$ cat src/inc/pom_pkg.sv
// constants for the pwm output mapping and external fault tristate block
package pom_pkg;
    // register offsets
    localparam logic [7:0] POM_ADDR_CMOS_SEL = 8'h03;
    localparam logic [7:0] POM_ADDR_AUX_EXTA_SEL = 8'h04;
    localparam logic [7:0] POM_ADDR_EXT_SEL = 8'h05;
    localparam logic [7:0] POM_ADDR_FRF_HIGH = 8'h06;
    localparam logic [7:0] POM_ADDR_FRF_LOW = 8'h07;
    localparam logic [7:0] POM_ADDR_FAULT_CTRL = 8'h10;
    localparam logic [7:0] POM_ADDR_STATUS = 8'h11;
    // reset values
    localparam logic [7:0] POM_RST_CMOS_SEL = 8'h08;
    localparam logic [7:0] POM_RST_AUX_EXTA_SEL = 8'hB9;
    localparam logic [7:0] POM_RST_EXT_SEL = 8'h77;
    localparam logic [7:0] POM_RST_FRF_HIGH = 8'h00;
    localparam logic [7:0] POM_RST_FRF_LOW = 8'h03;
    localparam logic [7:0] POM_RST_FAULT_CTRL = 8'h00;
    // fault control fields
    localparam int POM_BIT_FLT_TRIST_EN = 0;
    // status fields
    localparam int POM_BIT_ST_TRIST = 0;
    localparam int POM_BIT_ST_FAULT = 1;
    localparam int POM_BIT_ST_WAIT = 2;
    // recovery time unit: 41.66 us, in hundredths of ns, at 20 ns clock period
    localparam int POM_UNIT_NS_X100 = 4166000;
    localparam int POM_CLK_PERIOD_NS_X100 = 2000;
    localparam int POM_UNIT_CYC_INT = POM_UNIT_NS_X100 / POM_CLK_PERIOD_NS_X100;
    localparam logic [11:0] POM_UNIT_CYC = 12'(POM_UNIT_CYC_INT);
    localparam logic [11:0] POM_UNIT_CYC_LAST = 12'(POM_UNIT_CYC_INT - 1);
    localparam logic [7:0] POM_ZERO8 = 8'h00;
    localparam logic [11:0] POM_ZERO12 = 12'h000;
    localparam logic [11:0] POM_ONE12 = 12'h001;
    localparam logic [15:0] POM_ZERO16 = 16'h0000;
    localparam logic [15:0] POM_ONE16 = 16'h0001;
    // select field widths and positions, lsb of each field in its register
    localparam int POM_SEL_W = 3;
    localparam int POM_SPLIT_HI_W = 2;
    localparam int POM_SPLIT_LO_W = 2;
    localparam int POM_POS_CMOS1 = 5;
    localparam int POM_POS_CMOS2 = 2;
    localparam int POM_POS_CMOS3_HI = 0;
    localparam int POM_POS_CMOS3_LO = 7;
    localparam int POM_POS_AUX = 4;
    localparam int POM_POS_EXT1A = 1;
    localparam int POM_POS_EXT1B_HI = 0;
    localparam int POM_POS_EXT1B_LO = 6;
    localparam int POM_POS_EXT2A = 3;
    localparam int POM_POS_EXT2B = 0;
    // recovery state machine
    typedef enum logic [1:0] {POM_IDLE, POM_FAULT, POM_WAIT} pom_state_t;
endpackage

$ cat src/verilog/pom_output_map.sv
// pwm source to output slot routing with external bridge fault tristate
//
// The implementer's own choice: the strobed register port.
`timescale 1ns/1ps
// How it works
// - select upper bits channel, lowest bit phase
// - ext out1b select split across two registers
// - hold tristate for programmed time after fault
// - duration is factor times 41.66 us
// - factor high byte at 0x06, reset zero
// - fault tristates only when enable bit set
// - factor low byte at 0x07, reset 0x03
module pom_output_map
    import pom_pkg::*;
(
    input wire logic clk_sys,
    input wire logic reset_n,
    input wire logic [7:0] reg_addr,
    input wire logic [7:0] reg_wdata,
    input wire logic reg_wr,
    input wire logic reg_rd,
    output logic [7:0] reg_rdata,
    input wire logic [3:0] pwm_a,
    input wire logic [3:0] pwm_b,
    input wire logic ext_fault,
    output logic [2:0] cmos_out,
    output logic aux_pwm_out,
    output logic ext_out1a,
    output logic ext_out1b,
    output logic ext_out2a,
    output logic ext_out2b,
    output logic ext_tristate
);

    // ----------------------------------------
    // registers
    // ----------------------------------------
    // map: 0x03 to 0x05 selects, 0x06 and 0x07 factor, 0x10 control, 0x11 status
    logic [7:0] cmos_sel_r;
    logic [7:0] cmos_sel_nxt;
    logic [7:0] aux_exta_sel_r;
    logic [7:0] aux_exta_sel_nxt;
    logic [7:0] ext_sel_r;
    logic [7:0] ext_sel_nxt;
    logic [7:0] frf_high_r;
    logic [7:0] frf_high_nxt;
    logic [7:0] frf_low_r;
    logic [7:0] frf_low_nxt;
    logic [7:0] fault_ctrl_r;
    logic [7:0] fault_ctrl_nxt;
    logic [7:0] rdata_r;
    logic [7:0] rdata_nxt;
    logic [7:0] status;

    // register write and read decode
    // unmapped writes are dropped, the status word has no write path
    always_comb
    begin
        cmos_sel_nxt = cmos_sel_r;
        aux_exta_sel_nxt = aux_exta_sel_r;
        ext_sel_nxt = ext_sel_r;
        frf_high_nxt = frf_high_r;
        frf_low_nxt = frf_low_r;
        fault_ctrl_nxt = fault_ctrl_r;
        rdata_nxt = POM_ZERO8;
        if (reg_wr)
        begin
            unique case (reg_addr)
                POM_ADDR_CMOS_SEL: cmos_sel_nxt = reg_wdata;
                POM_ADDR_AUX_EXTA_SEL: aux_exta_sel_nxt = reg_wdata;
                POM_ADDR_EXT_SEL: ext_sel_nxt = reg_wdata;
                POM_ADDR_FRF_HIGH: frf_high_nxt = reg_wdata;
                POM_ADDR_FRF_LOW: frf_low_nxt = reg_wdata;
                POM_ADDR_FAULT_CTRL: fault_ctrl_nxt = reg_wdata;
                default: ;
            endcase
        end
        if (reg_rd)
        begin
            unique case (reg_addr)
                POM_ADDR_CMOS_SEL: rdata_nxt = cmos_sel_r;
                POM_ADDR_AUX_EXTA_SEL: rdata_nxt = aux_exta_sel_r;
                POM_ADDR_EXT_SEL: rdata_nxt = ext_sel_r;
                POM_ADDR_FRF_HIGH: rdata_nxt = frf_high_r;
                POM_ADDR_FRF_LOW: rdata_nxt = frf_low_r;
                POM_ADDR_FAULT_CTRL: rdata_nxt = fault_ctrl_r;
                POM_ADDR_STATUS: rdata_nxt = status;
                default: rdata_nxt = POM_ZERO8; // unmapped reads zero
            endcase
        end
    end

    // register file, reset to the power-on defaults
    always_ff @(posedge clk_sys or negedge reset_n)
    begin
        if (!reset_n)
        begin
            cmos_sel_r <= POM_RST_CMOS_SEL;
            aux_exta_sel_r <= POM_RST_AUX_EXTA_SEL;
            ext_sel_r <= POM_RST_EXT_SEL;
            frf_high_r <= POM_RST_FRF_HIGH;
            frf_low_r <= POM_RST_FRF_LOW;
            fault_ctrl_r <= POM_RST_FAULT_CTRL;
            rdata_r <= POM_ZERO8;
        end
        else
        begin
            cmos_sel_r <= cmos_sel_nxt;
            aux_exta_sel_r <= aux_exta_sel_nxt;
            ext_sel_r <= ext_sel_nxt;
            frf_high_r <= frf_high_nxt;
            frf_low_r <= frf_low_nxt;
            fault_ctrl_r <= fault_ctrl_nxt;
            rdata_r <= rdata_nxt;
        end
    end

    // read data stands one cycle, then returns to zero
    assign reg_rdata = rdata_r;

    // ----------------------------------------
    // output routing
    // ----------------------------------------
    logic [2:0] cmos_out1_select;
    logic [2:0] cmos_out2_select;
    logic [2:0] cmos_out3_select;
    logic [2:0] aux_pwm_select;
    logic [2:0] ext_out1a_select;
    logic [2:0] ext_out1b_select;
    logic [2:0] ext_out2a_select;
    logic [2:0] ext_out2b_select;
    logic [7:0] src;
    logic [7:0] route_nxt;
    logic [7:0] route_r;

    // select fields, some split across registers
    // a split select is written in two steps; between the two writes the
    // slot follows a mixed index, so software should write both back to back
    assign cmos_out1_select = cmos_sel_r[POM_POS_CMOS1 +: POM_SEL_W];
    assign cmos_out2_select = cmos_sel_r[POM_POS_CMOS2 +: POM_SEL_W];
    assign cmos_out3_select = {cmos_sel_r[POM_POS_CMOS3_HI +: POM_SPLIT_HI_W],
        aux_exta_sel_r[POM_POS_CMOS3_LO]};
    assign aux_pwm_select = aux_exta_sel_r[POM_POS_AUX +: POM_SEL_W];
    assign ext_out1a_select = aux_exta_sel_r[POM_POS_EXT1A +: POM_SEL_W];
    assign ext_out1b_select = {aux_exta_sel_r[POM_POS_EXT1B_HI],
        ext_sel_r[POM_POS_EXT1B_LO +: POM_SPLIT_LO_W]};
    assign ext_out2a_select = ext_sel_r[POM_POS_EXT2A +: POM_SEL_W];
    assign ext_out2b_select = ext_sel_r[POM_POS_EXT2B +: POM_SEL_W];

    // source index = channel*2 + phase
    always_comb
    begin
        for (int i = 0; i < 4; i++)
        begin
            src[2 * i] = pwm_a[i];
            src[2 * i + 1] = pwm_b[i];
        end
    end

    // each slot indexes the source vector on its own
    // several slots may share one source, nothing arbitrates between them
    always_comb
    begin
        route_nxt[0] = src[cmos_out1_select];
        route_nxt[1] = src[cmos_out2_select];
        route_nxt[2] = src[cmos_out3_select];
        route_nxt[3] = src[aux_pwm_select];
        route_nxt[4] = src[ext_out1a_select];
        route_nxt[5] = src[ext_out1b_select];
        route_nxt[6] = src[ext_out2a_select];
        route_nxt[7] = src[ext_out2b_select];
    end

    // slot flops, cleared in reset so the bridges see a quiet level
    always_ff @(posedge clk_sys or negedge reset_n)
    begin
        if (!reset_n)
            route_r <= POM_ZERO8;
        else
            route_r <= route_nxt;
    end

    // slot flops onto the output pins
    assign cmos_out = route_r[2:0];
    assign aux_pwm_out = route_r[3];
    assign ext_out1a = route_r[4];
    assign ext_out1b = route_r[5];
    assign ext_out2a = route_r[6];
    assign ext_out2b = route_r[7];

    // ----------------------------------------
    // fault recovery tristate
    // ----------------------------------------
    pom_state_t state_r;
    pom_state_t state_nxt;
    logic [11:0] unit_cnt_r;
    logic [11:0] unit_cnt_nxt;
    logic [15:0] unit_left_r;
    logic [15:0] unit_left_nxt;
    logic trist_r;
    logic trist_nxt;
    logic ext_fault_tristate_enable;
    logic [15:0] ext_fault_recovery_factor;

    // enable bit and the 16-bit factor, both bytes live, no latching
    assign ext_fault_tristate_enable = fault_ctrl_r[POM_BIT_FLT_TRIST_EN];
    assign ext_fault_recovery_factor = {frf_high_r, frf_low_r};

    // fault holds tristate, then count factor units of 41.66 us
    // the factor is taken when the fault drops, so a later write only
    // affects the next recovery; the enable gates entry only, not the hold
    always_comb
    begin
        state_nxt = state_r;
        unit_cnt_nxt = unit_cnt_r;
        unit_left_nxt = unit_left_r;
        trist_nxt = trist_r;
        unique case (state_r)
            POM_IDLE:
            begin
                trist_nxt = 1'b0;
                if (ext_fault && ext_fault_tristate_enable)
                begin
                    state_nxt = POM_FAULT;
                    trist_nxt = 1'b1;
                end
            end
            POM_FAULT:
            begin
                trist_nxt = 1'b1;
                if (!ext_fault)
                begin
                    unit_cnt_nxt = POM_ZERO12;
                    unit_left_nxt = ext_fault_recovery_factor;
                    if (ext_fault_recovery_factor == POM_ZERO16)
                    begin
                        state_nxt = POM_IDLE;
                        trist_nxt = 1'b0;
                    end
                    else
                        state_nxt = POM_WAIT;
                end
            end
            POM_WAIT:
            begin
                trist_nxt = 1'b1;
                if (ext_fault)
                    state_nxt = POM_FAULT; // fault again restarts wait
                else if (unit_cnt_r == POM_UNIT_CYC_LAST)
                begin
                    unit_cnt_nxt = POM_ZERO12;
                    unit_left_nxt = unit_left_r - POM_ONE16;
                    if (unit_left_r == POM_ONE16)
                    begin
                        state_nxt = POM_IDLE;
                        trist_nxt = 1'b0;
                    end
                end
                else
                    unit_cnt_nxt = unit_cnt_r + POM_ONE12;
            end
            default:
            begin
                state_nxt = POM_IDLE; // unused state code, recover to idle
                trist_nxt = 1'b0;
            end
        endcase
    end

    // recovery state and counters
    always_ff @(posedge clk_sys or negedge reset_n)
    begin
        if (!reset_n)
        begin
            state_r <= POM_IDLE;
            unit_cnt_r <= POM_ZERO12;
            unit_left_r <= POM_ZERO16;
            trist_r <= 1'b0;
        end
        else
        begin
            state_r <= state_nxt;
            unit_cnt_r <= unit_cnt_nxt;
            unit_left_r <= unit_left_nxt;
            trist_r <= trist_nxt;
        end
    end

    // tristate request straight from its flop
    assign ext_tristate = trist_r;

    // ----------------------------------------
    // status
    // ----------------------------------------
    // status view of the recovery logic
    // read-only: a write to its address falls in the default arm
    always_comb
    begin
        status = POM_ZERO8;
        status[POM_BIT_ST_TRIST] = trist_r;
        status[POM_BIT_ST_FAULT] = (state_r == POM_FAULT);
        status[POM_BIT_ST_WAIT] = (state_r == POM_WAIT);
    end

endmodule
$ cat config.mk
export PLATFORM = sky130hd
export DESIGN_NAME = pom_output_map
export DESIGN_NICKNAME = d
export VERILOG_FILES = /design/src/inc/pom_pkg.sv /design/src/verilog/pom_output_map.sv
export SDC_FILE = /design/constraint.sdc
export NUM_CORES = 1
export LEC_CHECK = 0
export BUFFER_PORTS_ARGS = -buffer_cell sky130_fd_sc_hd__buf_2
export CAP_MARGIN = 25
export CORE_MARGIN = 2
export CORE_UTILIZATION = 54
export DETAILED_ROUTE_END_ITERATION = 16
export PLACE_DENSITY = 0.85
export SYNTH_ARGS = -nofsm -noshare
export SYNTH_HDL_FRONTEND = slang
export SYNTH_SLANG_ARGS = --single-unit
$ cat constraint.sdc
create_clock -name clk_sys -period 2.1 [get_ports clk_sys]
set_input_delay 0.315 -clock clk_sys [delete_from_list [all_inputs] [get_ports clk_sys]]
set_output_delay 0.315 -clock clk_sys [all_outputs]
set_load 0.03 [all_outputs]
# Yosys cells after proc, flatten, opt, wreduce, memory -nomap -nowiden

Index checks and enable logic that the tools add are counted.

$lt $le $gt $ge: 8
Equality and inequality tests: 17
Multiplexer cells: 40
Reduce and logical (&&, ||, !) cells: 13
Add/subtract/negate cells: 2

Operator list:

| cell                                                                         | number |
|---|---|
| 8-bit case mux with 7 select lines                                           | 1 |
| 16-bit two-way mux                                                           | 3 |
| 12-bit two-way mux                                                           | 3 |
| 8-bit by 3-bit == test with 1-bit output, second input constant              | 4 |
| 3-bit by 4-bit less-than comparator with 1-bit output, second input constant | 8 |
| 16-bit case mux with 2 select lines                                          | 1 |
| 1-bit binary-select mux with 3-bit select                                    | 8 |
| 12-bit case mux with 2 select lines                                          | 1 |
| 16-bit by 1-bit == test with 1-bit output, second input constant             | 1 |
| 8-bit by 5-bit == test with 1-bit output, second input constant              | 2 |
| 16-bit logical NOT                                                           | 1 |
| 16-bit by 1-bit subtractor with 16-bit output, second input constant         | 1 |
| 1-bit two-way mux                                                            | 14 |
| 12-bit by 1-bit adder with 12-bit output, second input constant              | 1 |
| 12-bit == test, second input constant                                        | 1 |
| 2-bit two-way mux                                                            | 6 |
| 2-bit AND reduction                                                          | 6 |
| 8-bit by 2-bit == test with 1-bit output, second input constant              | 1 |
| 8-bit two-way mux                                                            | 1 |
| 4-bit AND reduction                                                          | 2 |
| 2-bit inequality test, second input constant                                 | 3 |
| 3-bit by 2-bit inequality test with 1-bit output, second input constant      | 2 |
| 2-bit case mux with 3 select lines                                           | 1 |
| 1-bit case mux with 3 select lines                                           | 1 |
| other kinds (7)                                                              | 7 |

Input bits: 29
Register bits after elaboration: 95

# Longest topological paths before layout

Gate-level depths: netlist of the first run.

Depth in word-level cells: 5
Depth in mapped cells: 9
Mapped depth without buffers: 7

# Worst setup path before layout of the first run

No wires, ideal clock.

Kind: register -> register
Start: register unit_left_r[8]
End: register unit_left_r[11]
Slack: -2 ps
Stages on the path, launching flop included: 6
Path buffers: 0
Clock period less this slack: 2,102 ps
Arrival: 1,965 ps
Cells stage by stage: dfrtp_1 -> or4_1 -> or3_1 -> or4_1 -> mux2i_1 -> a21oi_1

Cells in the longest elaborated chain, start to end: 4

Ends and longest elaborated chain:

| element                                       | RTL line              | source |
|---|---|---|
| start: declaration                            | pom_output_map.sv:198 | `logic [15:0] unit_left_r;` |
| start signal: assignment                      | pom_output_map.sv:284 | `unit_left_r <= unit_left_nxt;` |
| 16-bit by 1-bit subtractor with 16-bit output | pom_output_map.sv:252 | `unit_left_nxt = unit_left_r - POM_ONE16;` |
| 16-bit two-way mux                            | pom_output_map.sv:249 | `else if (unit_cnt_r == POM_UNIT_CYC_LAST)` |
| 16-bit two-way mux                            | pom_output_map.sv:247 | `if (ext_fault)` |
| 16-bit case mux with 2 select lines           | pom_output_map.sv:218 | `unique case (state_r)` |

Every way passes these cells. The select of a mux whose other input is x is not followed.
A chain may end at the register's enable or synchronous reset.

# Worst setup path after layout of the first run

Start: register unit_left_r[6]
End: register unit_left_r[11]

The elaborated chain is that of the path after synthesis.

==> flow_summary.ini, run 1 <==
[sta]
period_needed_ps = 2120
hold_violations = 0
clock-skew-final_ps = 7.27
rsz0062_at_grt = yes
setup-tns-final_ps = -18.6
setup_ws_ps = -18.6
slew_headroom = 0.679
fin_crit_sh = 1.01
fmax_mhz = 472
drv_slew = 0
setup_viol = 1
worst_pin_slew_ps = 481

[worst_setup_path]
rrSetupSlack_ps = -20
crit_type = register to register
crit_required_ps = 2350
crit_chain = or4_4 > or3_4 > or4_1 > mux2i_1 > a21oi_1
arrival_ps = 2370
worst_setup_path_start_kind = register
rr_worst_depth = 5
r2r_start = unit_left_r[6]$_DFFE_PN0P_
max_stage_delay_ps = 550
path_max_fanout = 4
setup.worst_path.end_class = register
crit_slowest_cell = or4_4
r2r-end = unit_left_r[11]$_DFFE_PN0P_

[placed_design]
numPortBuffers = 45
dp.cells = 668
dpl.hpwl_mm = 9.78
gp_congestion = 0.943
place_ws_ps = 9.56

[cts]
clkSinkCount = 95
cts_buffer_depth = 2
insertion_delay_ps = 360
cts_made_buffers = 9
h-tree-depth = 3
path_clk_slew_ps = 90
cts_tree = done
cts_root_buffer = clkbuf_8

[synthesis]
yosysTopAreaCell = dfrtp_1
ys_ff_latch = 95
syn_area_mm2 = 0.00524
syn_avg_cell_area_um2 = 11.2
synth_top_area_frac = 0.387
synth_most_common_cell = dfrtp_1
yosys_warnings = 0
synth-seq-area-share = 0.457
ys_top_cells_by_count = 81 x dfrtp_1, 65 x mux2_2, 36 x nand2_1, 35 x o21ai_0, 24 x nor2_1
syn_inst = 466
synth.distinct_cells = 58
synthesis.nets = 503
synth_area_leaders = dfrtp_1 39%, mux2_2 14%, dfstp_2 7.0%
async_flop_share = 1.00
synthFlopType = dfrtp_1
synth_edf_count = 0

[power]
max-vdd-ir-drop_v = 0.000419
p_leak_nw = 2.74
power_frac_clock = 0.228
pwr-share-seq = 0.414
power.internal_mw = 3.72
switching_power_mw = 2.00
power_density_mw_per_mm2 = 915
pwr-share-comb = 0.358
switching_share = 0.350

[flow_run]
maxCapViolCount = 0

[route]
drtPass1Iterations = 4
wl_per_cell_um = 19.8
drc = 0
wl_mm = 13.6
vias_per_cell = 6.35
ant_nets = 0
vias = 4372
drt_iter0_markers = 281

[global_route]
grt_max_degree = 41
grt_pass1_wl_mm = 22.2
gr-total-overflow = 0
antenna_found_initial = 0
gr-usage-all-layers = 0.276
grt-busiest-layer = met2
grt_pass1_vias = 4352
met2_usage = 0.456
use_met3 = 0.0454
met1_usage = 0.368

[floorplan]
dieArea_mm2 = 0.0105
core_mm2 = 0.00933
start_util = 0.562
die_x_um = 103
die_h_um = 103
pin_count = 46
rows = 35

[finish]
fin_nets = 591
finalNonFillerCells = 688
multi_input_area_mm2 = 0.00282
syn_to_final_growth_pct = 19.4
ff_latch_area_mm2 = 0.00240
diodes = 0
drive_above_1_share = 0.411
fillers = 677
fin_util = 0.671

[worst_hold_path]
min_to = ext_sel_r[3]$_DFFE_PN0P_
min_from = reg_wdata[3]
hold_class = input pin to register
hold_depth = 2

[run_status]
violations = setup timing
status = finished with violations
-- worst max path at each step --
| stage | startpoint | endpoint | slack, ps | cells past startpoint |
|---|---|---|---|---|
| after floorplan | unit_left_r[6]$_DFFE_PN0P_ | unit_left_r[11]$_DFFE_PN0P_ | 60 | 5 |
| final | unit_left_r[6]$_DFFE_PN0P_ | unit_left_r[11]$_DFFE_PN0P_ | -20 | 5 |
| after detailed placement | reg_addr[5] | frf_high_r[6]$_DFFE_PN0P_ | 10 | 7 |
| after global placement | unit_left_r[1]$_DFFE_PN0P_ | ext_tristate$_DFF_PN0_ | 30 | 7 |
| after CTS | unit_left_r[1]$_DFFE_PN0P_ | ext_tristate$_DFF_PN0_ | 3 | 7 |
| after global routing | unit_left_r[6]$_DFFE_PN0P_ | unit_left_r[11]$_DFFE_PN0P_ | -70 | 5 |
-- power groups by stage --
stage	Sequential (mW)	Clock [mW]	Combinational [mW]
2_1_floorplan	2.38	0	1.13
4_1_cts	2.33	1.32	1.96
3_3_place_gp	2.34	0	1.87
5_1_grt	2.40	1.41	2.26
3_5_place_dp	2.36	0	1.93
6_report	2.37	1.30	2.05
-- metal layers --
metal	up-vias	share of wire
met5	-	0
met4	0	0.030
met3	29	0.062
met2	190	0.50
met1	2194	0.40
li1	1959	-
-- layout by cell type, fill, tap and decap left out, drive strengths merged, types with 13 or more instances in the layout --
master,synthesis,layout
nor2,25,25
dfstp,14,14
o21ai,35,35
mux4,16,16
mux2,65,65
mux2i,13,13
buf,4,94
nand2,36,36
dfrtp,81,81
a21oi,19,19
nor3,18,18
-- layout make-up --
class	instances	share of cell area
multi-input combinational	344	0.451
timing repair buffer	95	0.101
clock buffer	10	0.0204
tap	129	0.0258
clock inverter	6	0.0136
sequential	95	0.383
inverter	9	0.00540
-- what timing repair did --
item | CTS | global route
resized for setup | 1 | 17
setup endpoints to repair | 1 | 24
hold buffers | 1 | 0
pin swaps | 0 | 1
endpoints found under the hold margin | 32 | 0
buffers inserted | 0 | 3
-- cells by family after synthesis --
group                      after synthesis  share of synthesized area
adders and majority gates                8                     0.0191
AOI/OAI and AO/OA                       98                      0.119
DFF                                     95                      0.457
and+or+nand+nor                        143                      0.150
muxes                                   94                      0.233
buffers and inverters                   27                     0.0201
xor gates and xnor gates                 1                    0.00167
-- registers in the layout, indices dropped and copies added, names as in the netlist --
signal          flops
aux_exta_sel_r      8
cmos_sel_r          8
ext_tristate        1
reg_rdata           8
frf_low_r           8
unit_left_r        16
state_r             2
fault_ctrl_r        8
frf_high_r          8
route_r             8
ext_sel_r           8
unit_cnt_r         12
-- stage by stage --
step / hold WS [ps] / power, mW / area (um2)
2_1_floorplan: 19.4 / 3.51 / 5240
3_3_place_gp: 306 / 4.20 / 5930
3_5_place_dp: 305 / 4.29 / 5930
4_1_cts: 282 / 5.61 / 6160
5_1_grt: 290 / 6.08 / 6260
6_report: 299 / 5.73 / 6260
-- critical path, delay by kind of cell (launching register included) --
family | cells | cell delay, ps
muxes | 1 | 140
DFF | 1 | 440
and+or+nand+nor | 3 | 1340
AOI/OAI and AO/OA | 1 | 80
(Power assumes the default switching activity.)
==> run 2, diff against run 1 <==
--- a/config.mk
+++ b/config.mk
@@ -7,10 +7,11 @@
 export LEC_CHECK = 0
 export BUFFER_PORTS_ARGS = -buffer_cell sky130_fd_sc_hd__buf_2
 export CAP_MARGIN = 25
+export CORE_ASPECT_RATIO = 1.4
 export CORE_MARGIN = 2
-export CORE_UTILIZATION = 54
+export CORE_UTILIZATION = 53
 export DETAILED_ROUTE_END_ITERATION = 16
-export PLACE_DENSITY = 0.85
+export PLACE_DENSITY = 0.84
 export SYNTH_ARGS = -nofsm -noshare
 export SYNTH_HDL_FRONTEND = slang
 export SYNTH_SLANG_ARGS = --single-unit
==> run 2 against run 1 <==
Against the previous run: the run still ends with setup timing left; power increased by 6.1%; count of clock-buffer cells in the layout unchanged; sequential power about the same; wire length increased by 4.4%.
==> flow_summary.ini, run 2 (synthesized netlist as in run 1, its figures left out) <==
[run_status]
status = finished with violations
violations = setup timing

[placed_design]
placed_cell_area_mm2 = 0.00595
dp.cells = 674
numPortBuffers = 45
dpl.hpwl_mm = 10.3
gp_congestion = 0.885

[cts]
path_clk_slew_ps = 70
insertion_delay_ps = 350
h-tree-depth = 3
cts_buffer_depth = 2
cts_made_buffers = 9
cts_root_buffer = clkbuf_16
cts_tree = done
clkSinkCount = 95

[power]
power_frac_clock = 0.255
max-vdd-ir-drop_v = 0.000588
power_density_mw_per_mm2 = 959
switching_share = 0.355
pwr-share-seq = 0.387
p_leak_nw = 2.78
pwr-share-comb = 0.358
power.internal_mw = 3.92
switching_power_mw = 2.16

[route]
drt_iter0_markers = 495
wl_mm = 14.2
vias_per_cell = 6.37
drtPass1Iterations = 6
ant_nets = 0
wl_per_cell_um = 20.4
vias = 4436
drc = 0

[sta]
fin_crit_sh = 1.02
slew_headroom = 0.623
setup_ws_ps = -31.6
fmax_mhz = 469
clock-skew-final_ps = 6.19
setup_viol = 1
period_needed_ps = 2130
worst_pin_slew_ps = 566
drv_slew = 0
rsz0062_at_grt = yes
hold_violations = 0

[worst_hold_path]
hold_class = input pin to register

[worst_setup_path]
arrival_ps = 2350
crit_type = register to register
crit_chain = or4_4 > or3_4 > or4_1 > mux2i_1 > a21oi_1
worst_setup_path_start_kind = register
crit_slowest_cell = or4_4
setup.worst_path.end_class = register
crit_required_ps = 2320
path_max_fanout = 2
max_stage_delay_ps = 570

[floorplan]
rows = 42
start_util = 0.548
dieArea_mm2 = 0.0107
die_h_um = 122
die_x_um = 88.0
core_mm2 = 0.00956
pin_count = 46

[finish]
fin_util = 0.662
fin_nets = 596
final_cell_mix = 81 x dfrtp_1, 65 x mux2_2, 53 x buf_4
syn_to_final_growth_pct = 20.9
fillers = 686
finalNonFillerCells = 696
max_flop_register = unit_left_r
diodes = 0
largest_reg_flops = 16
reg_top3 = unit_left_r: 16 flops, unit_cnt_r: 12 flops
finalInstanceArea_mm2 = 0.00633
final_common_cell = dfrtp_1
drive_above_1_share = 0.408

[global_route]
gr-usage-all-layers = 0.280
grt_pass1_wl_mm = 22.8
grt_max_degree = 47
gr-total-overflow = 0
antenna_found_initial = 0
grt_pass1_vias = 4529

[flow_run]
maxCapViolCount = 0
-- run 2: changes by cell type in the layout (fill, tap and decap cells not counted), moves of 2 or more --
| cell | change |
|---|---|
| inv_6 | +2 |
| buf_4 | +5 |
| nor4_2 | +2 |
| clkbuf_16 | +9 |
| bufinv_16 | -2 |
| clkbuf_8 | -9 |
| clkinv_2 | -2 |
-- run 2: path summary, 6_finish.rpt --
check	cells after the start	startpoint	slack (ps)	to
min in group asynchronous	2	reset_n	510	ext_tristate$_DFF_PN0_
max	5	unit_left_r[7]$_DFFE_PN0P_	-30	unit_left_r[11]$_DFFE_PN0P_
min	2	reg_wdata[7]	310	cmos_sel_r[7]$_DFFE_PN0P_
min reg2reg	1	fault_ctrl_r[1]$_DFFE_PN0P_	510	fault_ctrl_r[1]$_DFFE_PN0P_
max reg2reg	5	unit_left_r[7]$_DFFE_PN0P_	-30	unit_left_r[11]$_DFFE_PN0P_
max in group asynchronous	3	reset_n	910	ext_sel_r[6]$_DFFE_PN1P_
-- run 2: cell type report --
type	count	area, um2	area share
multi-input combinational	344	2790	0.441
sequential	95	2390	0.378
timing repair buffer	100	668	0.105
clock buffer	10	229	0.0362
tap	132	165	0.0261
clock inverter	6	52.6	0.00830
inverter	9	33.8	0.00533
-- run 2: worst max-delay path: cells and delay by family (launching register included) --
| family | cells | cell delay, ps |
|---|---|---|
| DFF | 1 | 400 |
| muxes | 1 | 170 |
| AOI/OAI and AO/OA | 1 | 110 |
| and+or+nand+nor | 3 | 1330 |
-- run 2: power groups by stage --
stage                     Sequential (mW)  Clock [mW]  Combinational, mW
after floorplan                      2.38           0               1.13
after global placement               2.33           0               1.90
after detailed placement             2.35           0               1.98
after CTS                            2.32        1.56               2.07
after global routing                 2.38        1.65               2.35
final                                2.35        1.55               2.18
-- run 2: what timing repair did --
action                                 CTS  global route
cloned                                   0             0
pin swaps                                2             2
resized for setup                        2             8
setup endpoints to repair                1            12
hold buffers                             1             0
setup buffers                            3             2
endpoints found under the hold margin   34             0
-- run 2: routing by layer --
| layer | up-vias | track usage | routed length (um) |
|---|---|---|---|
| li1 | 1973 | - | - |
| met1 | 2186 | 0.307 | 4970 |
| met2 | 212 | 0.509 | 7790 |
| met3 | 65 | 0.0447 | 755 |
| met4 | 0 | 0.148 | 706 |
| met5 | - | 0 | 0 |
-- run 2: metrics by stage --
step / worst slack, ps / hold WS, ps / TNS, ps / total power [mW]
floorplan: 60.2 / 19.4 / 0 / 3.51
global placement: 31.6 / 330 / 0 / 4.24
global route: -58.1 / 307 / -105 / 6.38
finish: -31.6 / 310 / -31.6 / 6.08
detailed placement: -12.8 / 336 / -15.9 / 4.33
CTS: 9.54 / 305 / 0 / 5.95
==> run 3, diff against run 2 <==
--- a/config.mk
+++ b/config.mk
@@ -12,6 +12,7 @@
 export CORE_UTILIZATION = 53
 export DETAILED_ROUTE_END_ITERATION = 16
 export PLACE_DENSITY = 0.84
+export SETUP_SLACK_MARGIN = 0.1
 export SYNTH_ARGS = -nofsm -noshare
 export SYNTH_HDL_FRONTEND = slang
 export SYNTH_SLANG_ARGS = --single-unit
==> run 3 against run 2 <==
Against the previous run: the flow still finishes with violations (setup timing); via count rose by 0.61%; non-clock buffer count fell by 3; critical path depth rose by 1; core utilization rose by 0.59 points; critical path type unchanged; largest power group unchanged.
==> flow_summary.ini, run 3 (synthesized netlist as in run 1, its figures left out) <==
[route]
drtPass1Iterations = 6
vias_per_cell = 6.44
wl_mm = 14.8
drt_iter0_markers = 503
drc = 0
ant_nets = 0
vias = 4463
wl_per_cell_um = 21.3

[sta]
rsz0062_at_grt = yes
period_needed_ps = 2100
worst_pin_slew_ps = 462
setup_viol = 1
slew_headroom = 0.692
setup-tns-final_ps = -1.99
setup_ws_ps = -1.99
hold_slack_ps = 301
drv_slew = 0
fmax_mhz = 476
clock-skew-final_ps = 7.59
hold_violations = 0
fin_crit_sh = 1.00

[worst_setup_path]
crit_chain = buf_4 > nor4_2 > nand2_1 > or4_1 > or3_1 > nand3_1
setup.worst_path.end_class = register
crit_slowest_cell = or4_1
crit_family = simple AND/OR/NAND/NOR gates
worst-path-buf-inv = 1
path_max_fanout = 3
max_stage_delay_ps = 540
worst_setup_path_start_kind = register
crit_type = register to register
r2r-end = unit_left_r[15]$_DFFE_PN0P_
crit_required_ps = 2380
rrSetupSlack_ps = -2
rr_worst_depth = 6
r2r_start = unit_left_r[6]$_DFFE_PN0P_
arrival_ps = 2380

[run_status]
violations = setup timing
status = finished with violations

[power]
p_leak_nw = 2.78
power_density_mw_per_mm2 = 961
total_power_mw = 6.14
max-vdd-ir-drop_v = 0.000585

[cts]
clkSinkCount = 95
cts_root_buffer = clkbuf_16
cts_buffer_depth = 2
cts_tree = done
path_clk_slew_ps = 70
insertion_delay_ps = 350
cts_made_buffers = 9
h-tree-depth = 3

[global_route]
gr-usage-all-layers = 0.291
met2_usage = 0.532
grt_max_degree = 64
grt-busiest-layer = met2
grt_pass1_wl_mm = 23.8
gr-total-overflow = 0
grt_pass1_vias = 4703
use_met3 = 0.0420
met1_usage = 0.321
antenna_found_initial = 0

[worst_hold_path]
hold_class = input pin to register
min_to = cmos_sel_r[7]$_DFFE_PN0P_
min_from = reg_wdata[7]
hold_depth = 2

[finish]
max_flop_register = unit_left_r
final_common_cell = dfrtp_1
finalNonFillerCells = 693
reg_top3 = unit_left_r: 16 flops, unit_cnt_r: 12 flops
finalInstanceArea_mm2 = 0.00639
diodes = 0
fin_nets = 593
largest_reg_flops = 16
drive_above_1_share = 0.412
fin_util = 0.668
syn_to_final_growth_pct = 21.9
final_cell_mix = 80 x dfrtp_1, 65 x mux2_2, 46 x buf_4
fillers = 718

[floorplan]
dieArea_mm2 = 0.0107
die_x_um = 88.0
die_h_um = 122
core_mm2 = 0.00956
start_util = 0.548
pin_count = 46
rows = 42

[placed_design]
dp.cells = 667
numPortBuffers = 45
gp_congestion = 0.865
place_ws_ps = -18.5
placed_cell_area_mm2 = 0.00591
dpl.hpwl_mm = 10.4

[flow_run]
maxCapViolCount = 0
==> run 3: changes by cell type in the layout (fill, tap and decap cells not counted), sizes merged <==
cell and delta:
buf -3, bufinv +1, clkbuf +1, clkinvlp +1, inv -3
==> run 3: worst register-to-register path: stages, from the launching register on <==
cell and delay, ps:
dfrtp_1 400, buf_4 140, nor4_2 390, nand2_1 160, or4_1 540, or3_1 320
nand3_1 80
==> run 3: worst max-delay path by stage <==
| stage | from | end | slack (ps) | depth (start not counted) |
|---|---|---|---|---|
| 2_1_floorplan | unit_left_r[6]$_DFFE_PN0P_ | unit_left_r[11]$_DFFE_PN0P_ | 70 | 5 |
| 3_3_place_gp | reg_addr[5] | frf_high_r[3]$_DFFE_PN0P_ | 30 | 7 |
| 3_5_place_dp | reg_addr[5] | frf_high_r[5]$_DFFE_PN0P_ | -20 | 7 |
| 4_1_cts | unit_cnt_r[0]$_DFFE_PN0P_ | ext_tristate$_DFF_PN0_ | 70 | 10 |
| 5_1_grt | unit_left_r[6]$_DFFE_PN0P_ | unit_left_r[15]$_DFFE_PN0P_ | -60 | 6 |
| 6_report | unit_left_r[6]$_DFFE_PN0P_ | unit_left_r[15]$_DFFE_PN0P_ | -2 | 6 |
==> run 3: power by group <==
group          internal [mW]  switching, mW
combinational          0.967           1.15
sequential              2.09          0.278
clock                  0.954          0.698
total                   4.01           2.13
==> run 3: timing repair <==
item / CTS / global route
buffers inserted: 7 / 2
endpoints found under the setup margin: 6 / 20
hold endpoints to repair: 32 / 0
pin swaps: 3 / 4
hold buffers: 1 / 0
resized for setup: 7 / 17
==> run 3: routing by layer <==
metal  wire length, um  vias up  share of wire
met2              8030      224           0.54
li1                  -     1965              -
met1              5290     2219           0.36
met4               758        0          0.051
met3               697       55          0.047
met5                 0        -              0
==> run 3: cell type report <==
cell class / instances / area, um2 / area share
Clock buffer: 11 / 243 / 0.0380
Clock inverter: 5 / 57.6 / 0.00901
Inverter: 9 / 33.8 / 0.00529
Multi-Input combinational cell: 344 / 2830 / 0.442
Sequential cell: 95 / 2400 / 0.375
Tap cell: 132 / 165 / 0.0258
Timing Repair Buffer: 97 / 669 / 0.105
